### src/shared/tcc_pkg.sv
// Package: register map, field layout and timing counts of the capture/compare timer
package tcc_pkg;
    // ========================================================
    // Register indices (byte address is four times the index)
    localparam logic [5:0] IDX_CONTROL = 6'h12;
    localparam logic [5:0] IDX_FLAGS = 6'h13;
    localparam logic [5:0] IDX_CAP_HI = 6'h14;
    localparam logic [5:0] IDX_CAP_LO = 6'h15;
    localparam logic [5:0] IDX_CMP_HI = 6'h16;
    localparam logic [5:0] IDX_CMP_LO = 6'h17;
    localparam logic [5:0] IDX_CNT_HI = 6'h18;
    localparam logic [5:0] IDX_CNT_LO = 6'h19;
    // ========================================================
    // Timing
    localparam int TICK_DIV = 4;
    localparam int COUNT_WRAP = 65536;
    localparam int FULL_CYCLE = COUNT_WRAP * TICK_DIV;
    localparam logic [1:0] PRESC_LAST = 2'(TICK_DIV - 1);
    localparam logic [1:0] PRESC_CMP = 2'h0;
    localparam logic [15:0] COUNT_RESET = 16'h0000;
    localparam logic [15:0] COUNT_MAX = 16'hFFFF;
    // ========================================================
    // Field layouts and reset values
    typedef struct packed {
        logic cap_irq_enable;
        logic compare_irq_enable;
        logic ovf_irq_enable;
        logic [2:0] reserved;
        logic capture_edge_select;
        logic compare_output_level;
    } tcc_control_t;
    typedef struct packed {
        logic capture_flag;
        logic compare_flag;
        logic overflow_flag;
        logic [4:0] reserved;
    } tcc_flags_t;
    localparam logic [7:0] CONTROL_RESET = 8'h00;
    // ========================================================
    // Bus responses
    localparam logic [1:0] RESP_OKAY = 2'h0;
    localparam logic [1:0] RESP_SLVERR = 2'h2;
endpackage : tcc_pkg

### src/design/tcc_timer.sv
// Capture/compare timer with free-running counter behind an AXI4-Lite slave
//
// The AXI4-Lite slave port was decided locally.
`timescale 1ns/10ps
`default_nettype none

module tcc_timer (
    // Clock and reset
    input wire logic aclk,
    input wire logic aresetn,
    // AXI4-Lite write address and data
    input wire logic [7:0] s_axi_awaddr,
    input wire logic [2:0] s_axi_awprot,
    input wire logic s_axi_awvalid,
    output logic s_axi_awready,
    input wire logic [31:0] s_axi_wdata,
    input wire logic [3:0] s_axi_wstrb,
    input wire logic s_axi_wvalid,
    output logic s_axi_wready,
    // AXI4-Lite write response
    output logic [1:0] s_axi_bresp,
    output logic s_axi_bvalid,
    input wire logic s_axi_bready,
    // AXI4-Lite read
    input wire logic [7:0] s_axi_araddr,
    input wire logic [2:0] s_axi_arprot,
    input wire logic s_axi_arvalid,
    output logic s_axi_arready,
    output logic [31:0] s_axi_rdata,
    output logic [1:0] s_axi_rresp,
    output logic s_axi_rvalid,
    input wire logic s_axi_rready,
    // Timer pins and request
    input wire logic capture_input_pin,
    output logic compare_output_pin,
    output logic timer_irq
);

    // ========================================================
    // Decoding
    function automatic logic [5:0] reg_index(input logic [7:0] addr);
        reg_index = addr[7:2];
    endfunction : reg_index

    function automatic logic is_mapped(input logic [5:0] idx);
        is_mapped = (idx >= tcc_pkg::IDX_CONTROL) && (idx <= tcc_pkg::IDX_CNT_LO);
    endfunction : is_mapped

    // ========================================================
    // State
    logic [1:0] presc;
    logic [15:0] count;
    logic [15:0] capture;
    logic [15:0] compare;
    logic compare_inhibit;
    tcc_pkg::tcc_control_t ctl;
    logic capture_flag;
    logic compare_flag;
    logic overflow_flag;
    logic cap_arm;
    logic cmp_arm;
    logic ovf_arm;
    logic sync_a;
    logic sync_b;
    logic sync_c;
    logic [5:0] aw_idx;
    logic aw_full;
    logic [7:0] w_byte;
    logic w_lane;
    logic w_full;
    logic tick;
    logic cap_edge;
    logic match;
    logic wr_fire;
    logic rd_fire;
    logic [5:0] rd_idx;
    logic [7:0] next_rbyte;
    tcc_pkg::tcc_flags_t flags_view;

    // ========================================================
    // Prescaler and counter
    assign tick = (presc == tcc_pkg::PRESC_LAST);

    always_ff @(posedge aclk) begin
        if (!aresetn) begin
            presc <= 2'h0;
            count <= tcc_pkg::COUNT_RESET;
        end else begin
            presc <= presc + 2'h1;
            if (tick) begin
                count <= count + 16'h1;
            end
        end
    end

    // ========================================================
    // Capture path
    // Second and third stages feed the edge detector, the first is never looked at
    always_ff @(posedge aclk) begin
        if (!aresetn) begin
            sync_a <= 1'b0;
            sync_b <= 1'b0;
            sync_c <= 1'b0;
        end else begin
            sync_a <= capture_input_pin;
            sync_b <= sync_a;
            sync_c <= sync_b;
        end
    end

    assign cap_edge = ctl.capture_edge_select ? (sync_b && !sync_c) : (!sync_b && sync_c);

    // No reset branch: the latch survives reset
    always_ff @(posedge aclk) begin
        if (cap_edge) begin
            capture <= count;
        end
    end

    // ========================================================
    // Compare path
    assign match = (presc == tcc_pkg::PRESC_CMP) && !compare_inhibit && (compare == count);

    always_ff @(posedge aclk) begin
        if (!aresetn) begin
            compare_output_pin <= 1'b0;
        end else if (match) begin
            compare_output_pin <= ctl.compare_output_level;
        end
    end

    // ========================================================
    // Bus channels
    assign s_axi_awready = !aw_full && !s_axi_bvalid;
    assign s_axi_wready = !w_full && !s_axi_bvalid;
    assign s_axi_arready = !s_axi_rvalid;
    assign wr_fire = aw_full && w_full && !s_axi_bvalid;
    assign rd_fire = s_axi_arvalid && s_axi_arready;
    assign rd_idx = reg_index(s_axi_araddr);

    always_ff @(posedge aclk) begin
        if (!aresetn) begin
            aw_full <= 1'b0;
            aw_idx <= 6'h00;
        end else if (s_axi_awvalid && s_axi_awready) begin
            aw_full <= 1'b1;
            aw_idx <= reg_index(s_axi_awaddr);
        end else if (wr_fire) begin
            aw_full <= 1'b0;
        end
    end

    always_ff @(posedge aclk) begin
        if (!aresetn) begin
            w_full <= 1'b0;
            w_byte <= 8'h00;
            w_lane <= 1'b0;
        end else if (s_axi_wvalid && s_axi_wready) begin
            w_full <= 1'b1;
            w_byte <= s_axi_wdata[7:0];
            w_lane <= s_axi_wstrb[0];
        end else if (wr_fire) begin
            w_full <= 1'b0;
        end
    end

    always_ff @(posedge aclk) begin
        if (!aresetn) begin
            s_axi_bvalid <= 1'b0;
            s_axi_bresp <= tcc_pkg::RESP_OKAY;
        end else if (wr_fire) begin
            s_axi_bvalid <= 1'b1;
            s_axi_bresp <= is_mapped(aw_idx) ? tcc_pkg::RESP_OKAY : tcc_pkg::RESP_SLVERR;
        end else if (s_axi_bready) begin
            s_axi_bvalid <= 1'b0;
        end
    end

    // ========================================================
    // Register writes
    logic wr_ok;
    assign wr_ok = wr_fire && w_lane;

    always_ff @(posedge aclk) begin
        if (!aresetn) begin
            ctl <= tcc_pkg::CONTROL_RESET;
        end else if (wr_ok && aw_idx == tcc_pkg::IDX_CONTROL) begin
            ctl <= {w_byte[7:5], 3'h0, w_byte[1:0]};
        end
    end

    // Compare value is kept through reset
    always_ff @(posedge aclk) begin
        if (wr_ok && aw_idx == tcc_pkg::IDX_CMP_HI) begin
            compare[15:8] <= w_byte;
        end
        if (wr_ok && aw_idx == tcc_pkg::IDX_CMP_LO) begin
            compare[7:0] <= w_byte;
        end
    end

    always_ff @(posedge aclk) begin
        if (!aresetn) begin
            compare_inhibit <= 1'b0;
        end else if (wr_ok && aw_idx == tcc_pkg::IDX_CMP_HI) begin
            compare_inhibit <= 1'b1;
        end else if (wr_ok && aw_idx == tcc_pkg::IDX_CMP_LO) begin
            compare_inhibit <= 1'b0;
        end
    end

    // ========================================================
    // Reads
    assign flags_view = '{capture_flag: capture_flag, compare_flag: compare_flag,
                          overflow_flag: overflow_flag, reserved: 5'h00};

    always_comb begin
        next_rbyte = 8'h00;
        unique case (rd_idx)
            tcc_pkg::IDX_CONTROL: next_rbyte = ctl;
            tcc_pkg::IDX_FLAGS: next_rbyte = flags_view;
            tcc_pkg::IDX_CAP_HI: next_rbyte = capture[15:8];
            tcc_pkg::IDX_CAP_LO: next_rbyte = capture[7:0];
            tcc_pkg::IDX_CMP_HI: next_rbyte = compare[15:8];
            tcc_pkg::IDX_CMP_LO: next_rbyte = compare[7:0];
            tcc_pkg::IDX_CNT_HI: next_rbyte = count[15:8];
            tcc_pkg::IDX_CNT_LO: next_rbyte = count[7:0];
            default: next_rbyte = 8'h00;
        endcase
    end

    always_ff @(posedge aclk) begin
        if (!aresetn) begin
            s_axi_rvalid <= 1'b0;
            s_axi_rdata <= 32'h0000_0000;
            s_axi_rresp <= tcc_pkg::RESP_OKAY;
        end else if (rd_fire) begin
            s_axi_rvalid <= 1'b1;
            s_axi_rdata <= {24'h00_0000, next_rbyte};
            s_axi_rresp <= is_mapped(rd_idx) ? tcc_pkg::RESP_OKAY : tcc_pkg::RESP_SLVERR;
        end else if (s_axi_rready) begin
            s_axi_rvalid <= 1'b0;
        end
    end

    // ========================================================
    // Flags and their two-step clear
    logic flags_rd;
    logic clr_cap;
    logic clr_cmp;
    logic clr_ovf;
    logic ovf_set;
    assign flags_rd = rd_fire && rd_idx == tcc_pkg::IDX_FLAGS;
    assign clr_cap = cap_arm && rd_fire && rd_idx == tcc_pkg::IDX_CAP_LO;
    assign clr_cmp = cmp_arm && ((rd_fire && rd_idx == tcc_pkg::IDX_CMP_LO)
                     || (wr_ok && aw_idx == tcc_pkg::IDX_CMP_LO));
    assign clr_ovf = ovf_arm && rd_fire && rd_idx == tcc_pkg::IDX_CNT_LO;
    assign ovf_set = tick && (count == tcc_pkg::COUNT_MAX);

    // Arm only once the flag was seen set; a set in the clearing cycle wins
    always_ff @(posedge aclk) begin
        if (!aresetn) begin
            capture_flag <= 1'b0;
            cap_arm <= 1'b0;
        end else begin
            capture_flag <= cap_edge || (capture_flag && !clr_cap);
            cap_arm <= (flags_rd && capture_flag) || (cap_arm && !clr_cap);
        end
    end

    // Compare flag is kept through reset; only its arm is cleared
    always_ff @(posedge aclk) begin
        compare_flag <= match || (compare_flag && !clr_cmp);
    end

    always_ff @(posedge aclk) begin
        if (!aresetn) begin
            cmp_arm <= 1'b0;
        end else begin
            cmp_arm <= (flags_rd && compare_flag) || (cmp_arm && !clr_cmp);
        end
    end

    always_ff @(posedge aclk) begin
        if (!aresetn) begin
            overflow_flag <= 1'b0;
            ovf_arm <= 1'b0;
        end else begin
            overflow_flag <= ovf_set || (overflow_flag && !clr_ovf);
            ovf_arm <= (flags_rd && overflow_flag) || (ovf_arm && !clr_ovf);
        end
    end

    assign timer_irq = (capture_flag && ctl.cap_irq_enable) || (compare_flag && ctl.compare_irq_enable)
                       || (overflow_flag && ctl.ovf_irq_enable);
endmodule : tcc_timer

`default_nettype wire

### config.mk
export PLATFORM = sky130hd
export DESIGN_NAME = tcc_timer
export DESIGN_NICKNAME = d
export VERILOG_FILES = /design/src/shared/tcc_pkg.sv /design/src/design/tcc_timer.sv
export SDC_FILE = /design/constraint.sdc
export NUM_CORES = 1
export LEC_CHECK = 0
export ABC_AREA = 0
export BUFFER_PORTS_ARGS = -buffer_cell sky130_fd_sc_hd__buf_2
export CORE_ASPECT_RATIO = 1.5
export CORE_MARGIN = 1.5
export CORE_UTILIZATION = 45
export CTS_CLUSTER_DIAMETER = 30
export DETAILED_ROUTE_END_ITERATION = 8
export MAX_ROUTING_LAYER = met4
export PLACE_DENSITY = 0.65
export SLEW_MARGIN = 20
export SYNTH_ARGS = -nofsm -noshare
export SYNTH_HDL_FRONTEND = slang
export SYNTH_SLANG_ARGS = --single-unit
### constraint.sdc
create_clock -name aclk -period 4.4 [get_ports aclk]
set_clock_uncertainty 0.15 [all_clocks]
set_input_delay 0.44 -clock aclk [delete_from_list [all_inputs] [get_ports aclk]]
set_output_delay 0.44 -clock aclk [all_outputs]
set_load 0.01 [all_outputs]
# Yosys cells after proc, flatten, opt, wreduce, memory -nomap -nowiden
# Index checks and enable logic that the tools add are counted.
[totals]
reg_bits = 97
elab_cells = 126
output_inout_bits = 43
inputBits = 66
[op_classes]
reduce_logical = 62
n_eq_ne = 14
muxes = 13
magnitude_cmp = 4
addsub = 2
[op_table]
columns = ["operator", "count"]
rows = [
  ["equality test 6 x 5 -> 1 bit, second input constant", 11],
  ["case mux 8 bit (8 select lines)", 1],
  ["logical AND 1 bit", 37],
  ["adder 16 x 1 -> 16 bit, second input constant", 1],
  ["equality test 16 bit", 1],
  ["equality test 16 bit, second input constant", 1],
  ["greater-or-equal comparator 6 x 5 -> 1 bit, second input constant", 2],
  ["less-or-equal comparator 6 x 5 -> 1 bit, second input constant", 2],
  ["logical NOT 1 bit", 10],
  ["2-to-1 mux 1 bit", 10],
  ["nonzero test 2 bit", 5],
  ["logical OR 1 bit", 9],
  ["2-to-1 mux 2 bit", 2],
  ["adder 2 x 1 -> 2 bit, second input constant", 1],
  ["equality test 2 bit, second input constant", 1],
  ["logical NOT 2 bit", 1],
]

# Depth between registers and ports, before layout
[logic_depth]
word_depth = 9
mapped_depth = 7
mapped_depth_nobuf = 6

# Least setup slack after synthesis
# OpenSTA, ideal clock, no wires.
[synth_path]
kind = "reg2reg"
from = "register sync_b"
to = "register capture[0] (enable)"
path_slack_ps = 2187
synth_period_minus_slack_ps = 2213
required_ps = 3836
path_stages_with_launch = 3
arrival_time_ps = 1649
path_cell_list = "dfxtp_1 nand2b_1 o21ai_0"
[synth_via]
elab_chain_len = 3
elab_cells_between_ends = 4
cone_classes = "mux (1); reduce/logical (3)"
[synth_lines]
columns = ["item", "line", "source"]
rows = [
  ["start, declared", "tcc_timer.sv:64", "logic sync_b;"],
  ["start signal, assigned", "tcc_timer.sv:106", "sync_b <= sync_a;"],
  ["logical NOT 1 bit", "tcc_timer.sv:111", "assign cap_edge = ctl.capture_edge_select ? (sync_b && !sync_c) : (!sync_b && sync_c);"],
  ["logical AND 1 bit", "tcc_timer.sv:111", ""],
  ["2-to-1 mux 1 bit (*)", "tcc_timer.sv:111", ""],
  ["named net cap_edge", "tcc_timer.sv:72", "logic cap_edge;"],
  ["end signal, assigned", "tcc_timer.sv:116", "capture <= count;"],
  ["end, declared", "tcc_timer.sv:53", "logic [15:0] capture;"],
]
# Mark *: on every way through the listed nets, which the timed path passes. The rest lies on a longest branch.
# A chain may end at the register's enable or synchronous reset.

# Worst setup path after layout
[layout_path]
from = "input port s_axi_araddr[2]"
to = "register s_axi_rdata[3]"
[layout_via]
elab_chain_len = 2
elab_cells_between_ends = 9
cone_classes = "eq/ne (8); mux (1)"
[layout_lines]
columns = ["item", "line", "source"]
rows = [
  ["start, declared", "tcc_timer.sv:25", "input wire logic [7:0] s_axi_araddr,"],
  ["equality test 6 x 5 -> 1 bit", "tcc_timer.sv:219", "unique case (rd_idx)"],
  ["case mux 8 bit (8 select lines) (*)", "tcc_timer.sv:219", ""],
  ["end signal, assigned", "tcc_timer.sv:239", "s_axi_rdata <= {24'h00_0000, next_rbyte};"],
  ["end, declared", "tcc_timer.sv:29", "output logic [31:0] s_axi_rdata,"],
]
# Every way passes the cells marked *; elsewhere a longest branch is shown, timed or not.

==> flow_summary.toml <==
[outcome]
status = "complete, no violations"

[worst_setup_path]
cp_max_fo = 32
r2r_cells = 5
critPathBufInv = 1
path_depth = 6
start_kind = "input port"
end_kind = "register"
criticalPathCategory = "in -> reg"
cpPeakStageDelay_ns = 0.59
critPathTopFamily = "multiplexers"
cp_data_arrival_time_ns = 2.12
reg2reg_slack_ns = 2.38
worst_ep_required_time_ns = 4.48
slowest_stage = "mux4_2"
path_cells = "buf_2, mux4_2, nand2_1, o21ai_0, a22oi_1, nor2_1"

[logic_synthesis]
yosysSeqAreaShare = 0.513
synth.area.top_cells = "dfxtp_1 29%, edfxtp_1 22%, mux2i_1 5.3%"
synth_edf_count = 32
ys_seq_elements = 95
synth_cell_types = 50
synth_area_per_cell_um2 = 10.4
postSynthCellCount = 418
postSynth.asyncResetShare = 0
synth_warnings = 0
synthFlopType = "dfxtp_1"
yosys.area.top_type = "dfxtp_1"
yosys-top-cells-count = "63 x dfxtp_1, 43 x nand2_1, 43 x nor2_1"
synth_most_common_cell = "dfxtp_1"
syn_area_mm2 = 0.00433
synth.top_cell.area_share = 0.291

[timing]
max-slew-margin-rel = 0.537
tns_ns = 0
hold_viol_final = 0
setup_viol = 0
rsz0062_at_grt = "false"
slew_viol_final = 0
min_period_over_period = 0.463
hold_slack_ns = 0.126
fmax_ghz = 0.491
worst_pin_slew_ns = 0.694
finalCriticalPeriod_ns = 2.04

[detailed_routing]
wl_per_cell_um = 16.0
highest_layer = "met4"
dr_wl_met2_mm = 4.67
ant_nets = 0
drt-initial-drc-count = 243
wl_met1_mm = 3.76
routed_wl_mm = 9.19
firstDrtPassIters = 4
post-route-drc-count = 0
wl_met3_um = 452
vias_per_cell = 5.32
via_count = 3062

[cts]
cts_sinks = 95
cts_tree = "built"
cts.repair.resized = 0
cts_hold_buf = 0
cts-root-buf = "clkbuf_16"
clockBufferDepth = 2
clock_latency_ns = 0.34
post-cts-setup-buffers = 0
clkTransAtPathRegs_ns = 0.07
cts_buffers = 9
ctsHtreeMaxLevel = 3

[die]
start_util = 0.465
ioPinCount = 109
die-area_mm2 = 0.0102
die_height_um = 123
rows = 43
core_mm2 = 0.00931
die_x_um = 83.1

[hold_path]
hold-path-cell-count = 2
min_path_type = "in -> reg"

[grt]
grtUsageTotal = 0.192
grt-ovfl-total = 0
grt_pass1_wl_mm = 14.8
antenna_found_initial = 0
grt_start_max_net_pins = 43
grt_pass1_vias = 2940

[placed_design]
dp_hpwl_mm = 6.63
port_buffers = 45
routabilityCongestion = 0.873
post-place-cells = 560

[layout]
area_growth_pct = 12.5
fin_cells = 576
nets = 528
antennaDiodeCount = 0
layout-drive-gt1-share = 0.164

[power]
p_leak_uw = 0.00199
power.density_mw_per_mm2 = 387
ir_worst_vdd_mv = 0.224

[run]
maxCapViolations = 0
==> power breakdown <==
group | switching (µW) | internal, µW | total, µW
registers | 16.6 | 924 | 941
clock network | 334 | 489 | 823
logic | 73.3 | 45.7 | 119
==> sequential cells by signal (all words and copies together) (netlist names), 2 cells and up <==
name,count
aw_idx,6
capture,16
compare,16
count,16
ctl,5
presc,2
s_axi_rdata,8
w_byte,8
==> cell families after synthesis <==
kind of cell	Yosys count	share of synthesized area
buffers and inverters	52	0.0708
AND/OR/NAND/NOR	149	0.173
flip-flops	95	0.513
other	1	0.000866
AO/OA/AOI/OAI	57	0.0879
adder cells (fa/ha/maj)	3	0.00867
XOR/XNOR	30	0.0607
multiplexers	31	0.0844
==> metrics by stage <==
| stage | total power [µW] | util | area [µm²] | worst slack, ns |
|---|---|---|---|---|
| after floorplan | 1060 | - | 4420 | 2.19 |
| after global placement | 1080 | 0.488 | 4540 | 2.07 |
| after detailed placement | 1080 | 0.488 | 4540 | 2.04 |
| after CTS | 1900 | 0.523 | 4870 | 2.37 |
| after global routing | 1950 | 0.523 | 4870 | 2.27 |
| final | 1880 | 0.523 | 4870 | 2.36 |
==> path summary, 6_finish.rpt <==
kind / from / endpoint
max reg2reg: count[1] / count[8]
max: s_axi_araddr[2] / s_axi_rdata[3]
min reg2reg: sync_a / sync_b
min: s_axi_rready / s_axi_rvalid
==> per-layer routing <==
metal  GRT usage  vias up
met5           -        -
met4      0.0938        0
met3      0.0374       20
met2       0.329       99
met1       0.216     1437
li1            -     1506
==> layout make-up <==
cell class | instances | area (µm²)
repair buffers | 49 | 255
clock buffers | 13 | 303
clock inverters | 3 | 26.3
well taps | 112 | 140
inverters | 8 | 30.0
multi-input cells | 296 | 1890
flip-flops and latches | 95 | 2220
fillers | 847 | 4440
==> worst reg2reg max path: stages (launching register included) <==
cell and delay [ns]:
dfxtp_1 0.50, ha_1 0.24, nand2_1 0.08, or3_1 0.46, or3_1 0.39, a21oi_1 0.14
==> placed cells by master, fill, tap and decap left out, types with 5 or more instances in the layout <==
master,synthesis,layout
conb_1,1,26
dfxtp_1,63,63
edfxtp_1,32,32
a21oi_1,17,17
and2_1,10,10
buf_2,5,45
xor2_1,19,19
mux2i_1,23,23
a32o_1,6,6
clkbuf_16,0,11
nand3_1,8,8
nand4_1,10,10
nor2_1,43,43
nor2b_1,7,7
a22oi_1,7,7
nand2_1,43,43
o21ai_0,14,13
xnor2_1,11,11
nand2b_1,5,5
inv_1,8,8
No activity file was read; power rests on OpenSTA's default activity.
